`config.mk`:
```
export PLATFORM = sky130hd
export DESIGN_NAME = codec_volume_mute_power_sequencer
export DESIGN_NICKNAME = d
export VERILOG_FILES = /design/src/codec_seq_pkg.sv /design/src/codec_volume_mute_power_sequencer.sv
export SDC_FILE = /design/constraint.sdc
export NUM_CORES = 2
export LEC_CHECK = 0
export BUFFER_PORTS_ARGS = -buffer_cell sky130_fd_sc_hd__buf_4
export CAP_MARGIN = 20
export CORE_MARGIN = 4
export CORE_UTILIZATION = 45
export CTS_BUF_LIST = sky130_fd_sc_hd__clkbuf_8
export CTS_CLUSTER_DIAMETER = 60
export DETAILED_ROUTE_END_ITERATION = 16
export SETUP_SLACK_MARGIN = 0.2
export SYNTH_ARGS = -nofsm -noshare
export SYNTH_HDL_FRONTEND = slang
export SYNTH_SLANG_ARGS = --single-unit
```
`constraint.sdc`:
```
create_clock -name aclk -period 8.1 [get_ports aclk]
set_input_delay 0.405 -clock aclk [delete_from_list [all_inputs] [get_ports aclk]]
set_output_delay 0.405 -clock aclk [all_outputs]
set_load 0.01 [all_outputs]
```
`src/codec_seq_pkg.sv`:
```
// Constants and types shared by the volume, mute and power sequencing block
package codec_seq_pkg;
  // Register byte offsets
  localparam logic [7:0] OFF_CTRL = 8'h00;
  localparam logic [7:0] OFF_ZGRP = 8'h04;
  localparam logic [7:0] OFF_STATUS = 8'h08;
  localparam logic [7:0] OFF_ATT_BASE = 8'h20;
  localparam int NUM_CH = 8;
  // Control field positions
  localparam int CTRL_RST_N = 0;
  localparam int CTRL_REF = 1;
  localparam int CTRL_INCONV = 2;
  localparam int CTRL_OUTCONV = 3;
  localparam int CTRL_INPAIR_LO = 4;
  localparam int CTRL_OUTPAIR_LO = 6;
  localparam int CTRL_MUTE = 10;
  localparam int CTRL_SPEED_LO = 11;
  localparam logic [12:0] CTRL_RESET = 13'h03FF;
  localparam logic [15:0] ZGRP_RESET = 16'h00FF;
  localparam logic [7:0] ATT_RESET = 8'h00;
  localparam logic [7:0] ATT_MUTE_CODE = 8'hFF;
  // Attenuation level, 16 fine steps per code; full mute sits at 4096
  localparam logic [12:0] LEVEL_MUTE = 13'h1000;
  localparam logic [12:0] RAMP_FRAMES0 = 13'h1000;
  localparam logic [12:0] RAMP_FRAMES1 = 13'h0800;
  localparam logic [12:0] RAMP_FRAMES2 = 13'h0200;
  localparam logic [12:0] RAMP_FRAMES3 = 13'h0100;
  // Sequencing delays, in frame periods
  localparam logic [9:0] START_DLY = 10'h003;
  localparam logic [9:0] STOP_DLY = 10'h004;
  localparam logic [9:0] INIT_IN = 10'h206;
  localparam logic [9:0] INIT_OUT = 10'h204;
  localparam logic [3:0] ZF_RELEASE = 4'h8;
  localparam logic [2:0] DUMMY_GAP = 3'h5;
  localparam logic [13:0] ZERO_FRAMES = 14'h2000;
  // AXI responses
  localparam logic [1:0] RESP_OKAY = 2'h0;
  localparam logic [1:0] RESP_SLVERR = 2'h2;

  typedef enum logic [2:0] {SEQ_OFF, SEQ_WAKE, SEQ_INIT, SEQ_RUN, SEQ_SLEEP} seq_e;

  typedef struct packed {
    seq_e st;
    logic [9:0] cnt;
  } seq_s;
endpackage : codec_seq_pkg

```
`src/codec_volume_mute_power_sequencer.sv`:
```
// Volume ramp, soft mute, zero flags and power sequencing with an AXI4-Lite slave
// Function
// Each of eight channels has its own 8-bit attenuation code, 0.5dB steps.
// Two-bit ramp speed picks 4096, 2048, 512 or 256 frames per full swing.
// Slowest speed walks 4096 fine levels, 00H to FFH in 4096 frames.
// Faster speeds also ramp in steps, never jump.
// Power-down pin low resets every attenuation code to 00H.
// Soft reset low holds attenuation at 00H; release ramps back to programmed level.
// Two-wire mode: power release needs a rewrite 5+ frames later, else 0dB held.
// Soft mute set ramps each channel to full mute at the ramp speed.
// Soft mute cleared, even mid-fade, ramps back at the same rate.
// Zero flag rises after 8192 all-zero frames, drops at any nonzero sample.
// Host pulses the power-down pin low once at power-up.
// Stay down until master and frame clocks exist; timing starts on frame edge.
// Power-down pin low powers down converters and restores register defaults.
// Pin power-down: serial out and zero flags low, outputs parked per park pin.
// Input side starts 518-frame init 3 frames after release; data valid after 521.
// Output side starts 516-frame init 3 frames after release, parked meanwhile.
// With reference power on, block and pair power bits act, registers kept.
// Input power bit low drives serial outputs low.
// Output power bit low forces zero flags high and parks outputs per pin.
// Block power-down follows 4 frames after clear; init starts 3 after set.
// Soft reset low: converters down, outputs mid-rail, flags high, serial low.
// Internal reset 4 frames after soft reset clear; init 3 frames after set.
// Zero flags go low 8 frames after soft reset returns high.
// Applied attenuation is code times 0.5dB, FFH mute; delays count frames.
//
// Added by the designer: the register addresses and register access over AXI4-Lite.
`timescale 1ns/1ps
module codec_volume_mute_power_sequencer (
  input wire logic aclk,
  input wire logic aresetn,
  input wire logic [7:0] s_axi_awaddr,
  input wire logic s_axi_awvalid,
  output logic s_axi_awready,
  input wire logic [31:0] s_axi_wdata,
  input wire logic [3:0] s_axi_wstrb,
  input wire logic s_axi_wvalid,
  output logic s_axi_wready,
  output logic [1:0] s_axi_bresp,
  output logic s_axi_bvalid,
  input wire logic s_axi_bready,
  input wire logic [7:0] s_axi_araddr,
  input wire logic s_axi_arvalid,
  output logic s_axi_arready,
  output logic [31:0] s_axi_rdata,
  output logic [1:0] s_axi_rresp,
  output logic s_axi_rvalid,
  input wire logic s_axi_rready,
  input wire logic power_down_pin_n,
  input wire logic output_park_select,
  input wire logic two_wire_mode,
  input wire logic master_clock_present,
  input wire logic frame_clock,
  input wire logic [7:0] channel_nonzero,
  output logic [63:0] applied_atten_code,
  output logic serial_audio_out_enable,
  output logic [1:0] input_pair_active,
  output logic [3:0] analog_out_active,
  output logic [3:0] analog_out_hiz,
  output logic zero_flag_group1,
  output logic zero_flag_group2
);

  typedef struct packed {
    logic fclk_prev;
    logic aw_got;
    logic w_got;
    logic [7:0] aw_addr;
    logic [31:0] w_data;
    logic [3:0] w_strb;
    logic bvalid;
    logic [1:0] bresp;
    logic rvalid;
    logic [31:0] rdata;
    logic [1:0] rresp;
    logic [12:0] ctrl;
    logic [15:0] zgrp;
    logic [7:0][7:0] att;
    logic [7:0][12:0] level;
    logic [7:0][7:0] applied;
    codec_seq_pkg::seq_s in_seq;
    codec_seq_pkg::seq_s out_seq;
    logic [3:0] zf_hold;
    logic [13:0] zcnt1;
    logic [13:0] zcnt2;
    logic zf1;
    logic zf2;
    logic dummy_pend;
    logic [2:0] dummy_cnt;
  } state_s;

  state_s q;
  state_s d;

  // Power sequencer step: wake delay, init count, run, delayed power-down
  function automatic codec_seq_pkg::seq_s seq_step(codec_seq_pkg::seq_s s, logic en,
                                                   logic tick, logic [9:0] init_len);
    codec_seq_pkg::seq_s n;
    n = s;
    case (s.st)
      codec_seq_pkg::SEQ_OFF:
      begin
        if (en)
        begin
          n.st = codec_seq_pkg::SEQ_WAKE;
          n.cnt = '0;
        end
      end
      codec_seq_pkg::SEQ_WAKE:
      begin
        if (!en)
          n.st = codec_seq_pkg::SEQ_OFF;
        else if (tick && s.cnt == codec_seq_pkg::START_DLY - 10'h001)
        begin
          n.st = codec_seq_pkg::SEQ_INIT;
          n.cnt = '0;
        end
        else if (tick)
          n.cnt = s.cnt + 10'h001;
      end
      codec_seq_pkg::SEQ_INIT:
      begin
        if (!en)
        begin
          n.st = codec_seq_pkg::SEQ_SLEEP;
          n.cnt = '0;
        end
        else if (tick && s.cnt == init_len - 10'h001)
          n.st = codec_seq_pkg::SEQ_RUN;
        else if (tick)
          n.cnt = s.cnt + 10'h001;
      end
      codec_seq_pkg::SEQ_RUN:
      begin
        if (!en)
        begin
          n.st = codec_seq_pkg::SEQ_SLEEP;
          n.cnt = '0;
        end
      end
      codec_seq_pkg::SEQ_SLEEP:
      begin
        if (en)
          n.st = codec_seq_pkg::SEQ_RUN;
        else if (tick && s.cnt == codec_seq_pkg::STOP_DLY - 10'h001)
          n.st = codec_seq_pkg::SEQ_OFF;
        else if (tick)
          n.cnt = s.cnt + 10'h001;
      end
      default:
        n.st = codec_seq_pkg::SEQ_OFF;
    endcase
    return n;
  endfunction : seq_step

  // Fine level target for a code; FFH maps to full mute
  function automatic logic [12:0] code_to_level(logic [7:0] code);
    if (code == codec_seq_pkg::ATT_MUTE_CODE)
      return codec_seq_pkg::LEVEL_MUTE;
    return {1'b0, code, 4'h0};
  endfunction : code_to_level

  // Fine step per frame so a full swing takes the selected ramp time
  function automatic logic [12:0] ramp_step(logic [1:0] speed);
    case (speed)
      2'h0: return codec_seq_pkg::LEVEL_MUTE / codec_seq_pkg::RAMP_FRAMES0;
      2'h1: return codec_seq_pkg::LEVEL_MUTE / codec_seq_pkg::RAMP_FRAMES1;
      2'h2: return codec_seq_pkg::LEVEL_MUTE / codec_seq_pkg::RAMP_FRAMES2;
      default: return codec_seq_pkg::LEVEL_MUTE / codec_seq_pkg::RAMP_FRAMES3;
    endcase
  endfunction : ramp_step

  logic tick;
  logic ramp_busy;
  logic aw_take;
  logic w_take;
  logic ar_take;
  logic in_en;
  logic out_en;
  logic rst_bit;
  logic [12:0] step;
  logic [12:0] tgt;
  logic [12:0] diff;
  logic att_hit;
  logic [2:0] att_idx;
  logic raises;

  // Frame clock rising edge drives all frame-based timing
  assign tick = frame_clock && !q.fclk_prev;
  assign s_axi_awready = !q.aw_got && !q.bvalid;
  assign s_axi_wready = !q.w_got && !q.bvalid;
  assign s_axi_arready = !q.rvalid;
  assign aw_take = s_axi_awvalid && s_axi_awready;
  assign w_take = s_axi_wvalid && s_axi_wready;
  assign ar_take = s_axi_arvalid && s_axi_arready;
  assign rst_bit = q.ctrl[codec_seq_pkg::CTRL_RST_N];
  assign step = ramp_step(q.ctrl[codec_seq_pkg::CTRL_SPEED_LO +: 2]);

  // Converter enables need the pin, master clock present, reference power, the block power bit and soft reset
  assign in_en = power_down_pin_n && master_clock_present && q.ctrl[codec_seq_pkg::CTRL_REF]
                 && q.ctrl[codec_seq_pkg::CTRL_INCONV] && rst_bit;
  assign out_en = power_down_pin_n && master_clock_present && q.ctrl[codec_seq_pkg::CTRL_REF]
                  && q.ctrl[codec_seq_pkg::CTRL_OUTCONV] && rst_bit;

  // Next-state logic for bus, registers, ramps, sequencers and zero flags
  always_comb
  begin
    logic [31:0] wr;
    logic [12:0] nctrl;
    logic hold_zero;
    logic z1;
    logic z2;
    wr = 32'h0000_0000;
    nctrl = 13'h0000;
    hold_zero = 1'b0;
    z1 = 1'b0;
    z2 = 1'b0;
    tgt = 13'h0000;
    diff = 13'h0000;
    att_hit = 1'b0;
    att_idx = 3'h0;
    raises = 1'b0;
    ramp_busy = 1'b0;
    d = q;
    d.fclk_prev = frame_clock;

    // Write address and data accepted in either order
    if (aw_take)
    begin
      d.aw_got = 1'b1;
      d.aw_addr = s_axi_awaddr;
    end
    if (w_take)
    begin
      d.w_got = 1'b1;
      d.w_data = s_axi_wdata;
      d.w_strb = s_axi_wstrb;
    end
    if (s_axi_bvalid && s_axi_bready)
      d.bvalid = 1'b0;

    // Dummy-write gap counter runs in frames
    if (tick && q.dummy_cnt != codec_seq_pkg::DUMMY_GAP)
      d.dummy_cnt = q.dummy_cnt + 3'h1;

    // Commit a write once address and data are both held
    if (q.aw_got && q.w_got && !q.bvalid)
    begin
      d.aw_got = 1'b0;
      d.w_got = 1'b0;
      d.bvalid = 1'b1;
      d.bresp = codec_seq_pkg::RESP_OKAY;
      for (int b = 0; b < 4; b++)
        wr[b*8 +: 8] = q.w_strb[b] ? q.w_data[b*8 +: 8] : 8'h00;
      att_hit = q.aw_addr[7:5] == codec_seq_pkg::OFF_ATT_BASE[7:5] && q.aw_addr[1:0] == 2'h0;
      att_idx = q.aw_addr[4:2];
      if (q.aw_addr == codec_seq_pkg::OFF_CTRL)
      begin
        nctrl = q.ctrl;
        if (q.w_strb[0])
          nctrl[7:0] = wr[7:0];
        if (q.w_strb[1])
          nctrl[12:8] = wr[12:8];
        raises = |(nctrl[9:6] & ~q.ctrl[9:6])
                 || (nctrl[codec_seq_pkg::CTRL_REF] && !q.ctrl[codec_seq_pkg::CTRL_REF])
                 || (nctrl[codec_seq_pkg::CTRL_OUTCONV] && !q.ctrl[codec_seq_pkg::CTRL_OUTCONV])
                 || (nctrl[codec_seq_pkg::CTRL_RST_N] && !rst_bit);
        d.ctrl = nctrl;
        // A release of reference, output power, output pair or soft reset bits in two-wire mode arms the hold; a late rewrite clears it
        if (two_wire_mode && raises)
        begin
          d.dummy_pend = 1'b1;
          d.dummy_cnt = 3'h0;
        end
        else if (q.dummy_pend && q.dummy_cnt == codec_seq_pkg::DUMMY_GAP)
          d.dummy_pend = 1'b0;
      end
      else if (q.aw_addr == codec_seq_pkg::OFF_ZGRP)
      begin
        if (q.w_strb[0])
          d.zgrp[7:0] = wr[7:0];
        if (q.w_strb[1])
          d.zgrp[15:8] = wr[15:8];
      end
      else if (att_hit)
      begin
        if (q.w_strb[0])
          d.att[att_idx] = wr[7:0];
      end
      else if (q.aw_addr != codec_seq_pkg::OFF_STATUS)
        d.bresp = codec_seq_pkg::RESP_SLVERR;
    end

    // Ramp each channel toward its effective target, one step per frame
    hold_zero = !rst_bit || q.dummy_pend;
    for (int c = 0; c < codec_seq_pkg::NUM_CH; c++)
    begin
      if (hold_zero)
        tgt = 13'h0000;
      else if (q.ctrl[codec_seq_pkg::CTRL_MUTE])
        tgt = codec_seq_pkg::LEVEL_MUTE;
      else
        tgt = code_to_level(q.att[c]);
      if (q.level[c] != tgt)
        ramp_busy = 1'b1;
      if (tick && q.level[c] < tgt)
      begin
        diff = tgt - q.level[c];
        d.level[c] = q.level[c] + ((diff < step) ? diff : step);
      end
      else if (tick && q.level[c] > tgt)
      begin
        diff = q.level[c] - tgt;
        d.level[c] = q.level[c] - ((diff < step) ? diff : step);
      end
      d.applied[c] = (d.level[c] == codec_seq_pkg::LEVEL_MUTE) ? codec_seq_pkg::ATT_MUTE_CODE
                     : d.level[c][11:4];
    end

    // Reads answer one cycle after the address is taken
    if (s_axi_rvalid && s_axi_rready)
      d.rvalid = 1'b0;
    if (ar_take)
    begin
      d.rvalid = 1'b1;
      d.rresp = codec_seq_pkg::RESP_OKAY;
      d.rdata = 32'h0000_0000;
      if (s_axi_araddr == codec_seq_pkg::OFF_CTRL)
        d.rdata = {19'h00000, q.ctrl};
      else if (s_axi_araddr == codec_seq_pkg::OFF_ZGRP)
        d.rdata = {16'h0000, q.zgrp};
      else if (s_axi_araddr == codec_seq_pkg::OFF_STATUS)
        d.rdata = {25'h0000000, master_clock_present, ramp_busy, q.dummy_pend, q.zf2, q.zf1,
                   q.out_seq.st == codec_seq_pkg::SEQ_RUN, q.in_seq.st == codec_seq_pkg::SEQ_RUN};
      else if (s_axi_araddr[7:5] == codec_seq_pkg::OFF_ATT_BASE[7:5]
               && s_axi_araddr[1:0] == 2'h0)
        d.rdata = {24'h000000, q.att[s_axi_araddr[4:2]]};
      else
        d.rresp = codec_seq_pkg::RESP_SLVERR;
    end
    // Block sequencers: start, init count and delayed power-down
    d.in_seq = seq_step(q.in_seq, in_en, tick, codec_seq_pkg::INIT_IN);
    d.out_seq = seq_step(q.out_seq, out_en, tick, codec_seq_pkg::INIT_OUT);

    // Zero flags forced high while output power or soft reset is off, then held
    if (!rst_bit || !q.ctrl[codec_seq_pkg::CTRL_OUTCONV])
      d.zf_hold = codec_seq_pkg::ZF_RELEASE;
    else if (tick && q.zf_hold != 4'h0)
      d.zf_hold = q.zf_hold - 4'h1;
    z1 = |(channel_nonzero & q.zgrp[7:0]);
    z2 = |(channel_nonzero & q.zgrp[15:8]);
    if (d.zf_hold != 4'h0 || z1)
      d.zcnt1 = 14'h0000;
    else if (tick && q.zcnt1 != codec_seq_pkg::ZERO_FRAMES)
      d.zcnt1 = q.zcnt1 + 14'h0001;
    if (d.zf_hold != 4'h0 || z2)
      d.zcnt2 = 14'h0000;
    else if (tick && q.zcnt2 != codec_seq_pkg::ZERO_FRAMES)
      d.zcnt2 = q.zcnt2 + 14'h0001;
    d.zf1 = (d.zf_hold != 4'h0) || (d.zcnt1 == codec_seq_pkg::ZERO_FRAMES);
    d.zf2 = (d.zf_hold != 4'h0) || (d.zcnt2 == codec_seq_pkg::ZERO_FRAMES);

    // Pin power-down restores every control default and stops the converters
    if (!power_down_pin_n)
    begin
      d.ctrl = codec_seq_pkg::CTRL_RESET;
      d.zgrp = codec_seq_pkg::ZGRP_RESET;
      d.att = {codec_seq_pkg::NUM_CH{codec_seq_pkg::ATT_RESET}};
      d.level = '0;
      d.applied = '0;
      d.in_seq = '{codec_seq_pkg::SEQ_OFF, 10'h000};
      d.out_seq = '{codec_seq_pkg::SEQ_OFF, 10'h000};
      d.zf_hold = 4'h0;
      d.zcnt1 = 14'h0000;
      d.zcnt2 = 14'h0000;
      d.zf1 = 1'b0;
      d.zf2 = 1'b0;
      d.dummy_pend = 1'b0;
    end
  end

  // State register with synchronous active-low reset
  always_ff @(posedge aclk)
  begin
    if (!aresetn)
    begin
      q <= '0;
      q.ctrl <= codec_seq_pkg::CTRL_RESET;
      q.zgrp <= codec_seq_pkg::ZGRP_RESET;
      q.in_seq <= '{codec_seq_pkg::SEQ_OFF, 10'h000};
      q.out_seq <= '{codec_seq_pkg::SEQ_OFF, 10'h000};
    end
    else
      q <= d;
  end

  // Output drive from registered state
  assign s_axi_bvalid = q.bvalid;
  assign s_axi_bresp = q.bresp;
  assign s_axi_rvalid = q.rvalid;
  assign s_axi_rdata = q.rdata;
  assign s_axi_rresp = q.rresp;
  assign applied_atten_code = q.applied;
  assign zero_flag_group1 = q.zf1;
  assign zero_flag_group2 = q.zf2;

  // Serial data after init, kept through the delayed power-down
  assign serial_audio_out_enable = q.in_seq.st == codec_seq_pkg::SEQ_RUN
                                   || q.in_seq.st == codec_seq_pkg::SEQ_SLEEP;
  always_comb
  begin
    logic out_up;
    logic force_mid;
    out_up = q.out_seq.st == codec_seq_pkg::SEQ_RUN || q.out_seq.st == codec_seq_pkg::SEQ_SLEEP;
    force_mid = power_down_pin_n && !rst_bit;
    for (int p = 0; p < 2; p++)
      input_pair_active[p] = serial_audio_out_enable
                             && q.ctrl[codec_seq_pkg::CTRL_INPAIR_LO + p];
    for (int p = 0; p < 4; p++)
    begin
      analog_out_active[p] = out_up && q.ctrl[codec_seq_pkg::CTRL_OUTPAIR_LO + p];
      analog_out_hiz[p] = !analog_out_active[p] && output_park_select && !force_mid;
    end
  end

endmodule : codec_volume_mute_power_sequencer

```
==> impl_metrics.ini <==
[outcome]
status = finished clean

[synthesis]
syn-instance-count = 5114
syn_area_per_cell_um2 = 7.40
synth-seq-area-share_pct = 19.8
postSynth.asyncResetShare_pct = 0
netlist_area_um2 = 37900
yosysWarnings = 0
synth.distinct_cells = 108
synth_edf_count = 0
ys_seq_elements = 374
synth_top_flop_cell = dfxtp_1

[global_route]
grt_pass1_vias = 34700
busiest_layer = met2
grt_pass1_wl_mm = 190
antenna_found_initial = 5
grt_max_degree = 79
use_met1_pct = 34.7
grt.met3_usage_pct = 2.96
grt_remaining_overflow = 0
use_met2_pct = 43.5
track_usage_pct = 26.0

[sta]
relSlewSlack_pct = 35.4
timing.final.hold_violations = 0
fin_crit_sh_pct = 90.6
setup-violations-final = 0
finalCriticalPeriod_ns = 7.34
tns_ns = 0
worstMarginPinSlew_ns = 0.945
clock_skew_ns = 0.0358
rsz0062_at_grt = false
maxSlewViolCount = 0
whs_ns = 0.164
max_freq_mhz = 136

[min_path]
min_path_cells = 4
hold_class = in2reg

[setup_path]
cp_max_fo = 10
reg2reg_slack_ns = 0.76
arrival_ns = 7.96
cpLargestDelayFamily = compound AO/OA/AOI/OAI gates
critPathSlowestCell = nor2_1
crit_top_cell = o21ai_0
reg2regPathDepth = 26
critPathKind = reg2reg
cp_num_cells = 26
max_stage_delay_ns = 0.55
critPathRequiredTime_ns = 8.72
setup.worst_path.end_class = register
start_kind = register
cp.buffers_inverters = 0

[power_and_ir_drop]
power.switching_mw = 10.5
p_int_mw = 9.38
clkPwrFrac_pct = 10.2
switching_share_pct = 52.8
p_per_area_nw_per_um2 = 479
pwr-share-comb_pct = 76.6
ir_drop_uv = 292
seqPwrFrac_pct = 13.1
p_leak_nw = 19.0
total_power_mw = 19.9

[route]
route.detailed.drc = 0
drt_pass1_iterations = 6
drt_iter0_markers = 2901
final_antenna_net_count = 0
avgViaCountPerCell = 5.87
vias = 37400
wl_per_cell_um = 18.9
drt_wl_total_mm = 120

[finish]
mostFrequentLayoutCells = nand2_1, nor2_1, a21oi_1
nets = 5710
layout_commonest_cell = nand2_1
area_growth_pct = 9.49
final_layout_size_suffix_gt1_share_pct = 8.18
postLayoutCoreUtil_pct = 49.6

[cts]
cts_setup_buffers = 0
clk-insertion-delay-late_ns = 0.69
cts_tree = built
clockRootBuffer = clkbuf_8
clk_path_buf_depth = 3
cts_num_sinks = 374
cts.htree.levels = 3
cts_inserted_buffers = 76
path_clk_slew_ns = 0.06

[floorplanning]
io_pins = 190
coreArea_um2 = 83600
fp.dieH_um = 298
die_x_um = 298
start_util_pct = 45.3
die-area_um2 = 88900
rows = 106

[place]
gp_congestion = 0.898
portBuffers = 153
dp_hpwl_mm = 91.7

[job]
drv_cap = 0
==> cell usage after synthesis, drive strengths merged (28+ instances only) <==
library cell	n	area, um^2
a211o	28	245
a211oi	60	450
a21boi	47	353
a21o	122	916
a21oi	401	2010
a221oi	33	289
a22oi	28	210
a31oi	51	319
and2	72	453
and3	56	350
buf	116	822
clkbuf	208	782
dfxtp	374	7490
ha	388	4850
inv	334	1250
mux2	31	349
mux2i	86	861
nand2	636	2400
nand2b	68	425
nand3	138	691
nand4	89	572
nor2	411	1550
nor2b	57	357
nor3	128	657
nor4	37	244
o211ai	44	330
o21a	50	375
o21ai	267	1350
o21bai	29	218
o31ai	42	315
or3	34	218
xnor2	117	1020
xor2	81	709
==> logic make-up after synthesis <==
kind of cell | after synthesis | synth area share (%)
xor gates and xnor gates | 198 | 4.58
adders and majority gates | 413 | 14.1
muxes | 133 | 4.15
DFF | 374 | 19.8
other | 2 | 0.0198
AOI/OAI and AO/OA | 1460 | 25.7
buffers and inverters | 659 | 7.56
and+or+nand+nor | 1875 | 24.1
==> final timing paths <==
check | startpoint | endpoint
setup / recovery | q[322]$_SDFFE_PN0P_ | applied_atten_code[31]$_SDFF_PN0_
hold / removal | s_axi_araddr[5] | s_axi_rdata[1]$_SDFFE_PN0P_
setup reg to reg | q[322]$_SDFFE_PN0P_ | applied_atten_code[31]$_SDFF_PN0_
hold reg to reg | q[400]$_SDFFE_PN0P_ | q[400]$_SDFFE_PN0P_
==> routing by layer <==
| layer | part of all wire (%) | vias up |
|---|---|---|
| met4 | 3.1 | 4 |
| met1 | 45 | 17600 |
| met3 | 5.1 | 205 |
| li1 | - | 18500 |
| met2 | 46 | 1058 |
| met5 | 0.021 | - |
==> per-stage QoR <==
stage | worst slack [ns] | area, um^2 | instances
after global placement | 0.680 | 39600 | 6195
after CTS | 0.564 | 41400 | 6359
after detailed placement | 0.643 | 39600 | 6196
final | 0.762 | 41500 | 6361
after floorplan | 1.82 | 38400 | 5250
after global routing | 0.218 | 41500 | 6361
==> registers in the layout, indices dropped and copies added (netlist names) <==
name / flops
zero_flag_group2: 1
s_axi_bresp: 1
zero_flag_group1: 1
s_axi_rdata: 16
s_axi_rresp: 1
s_axi_bvalid: 1
q: 288
applied_atten_code: 64
s_axi_rvalid: 1
==> power by group through the flow <==
stage | clock [mW] | combinational, mW | sequential, mW
floorplan | 0 | 11.7 | 2.38
global placement | 0 | 14.9 | 2.65
detailed placement | 0 | 14.9 | 2.65
CTS | 2.10 | 15.0 | 2.61
global route | 2.18 | 16.9 | 2.65
finish | 2.03 | 15.2 | 2.61
==> tightest hold or removal path, stage by stage <==
cell,delay (ns)
buf_4,0.12
a22oi_1,0.06
o21ai_0,0.12
and2_1,0.11
==> area by class of cell <==
class	count	area, um^2
repair buffers	222	1740
flip-flops and latches	374	7490
diodes	1	2.50
clock inverters	42	308
clock buffers	90	1240
fillers	8435	42100
inverters	335	1260
multi-input cells	4217	28100
well taps	1080	1350
==> timing repair <==
action                                  4_1_cts  5_1_grt
gates resized for setup                       0        3
endpoints found under the hold margin        30        0
endpoints found under the setup margin        0       44
hold buffers                                 31        0
No activity file was read; power rests on OpenSTA's default activity.
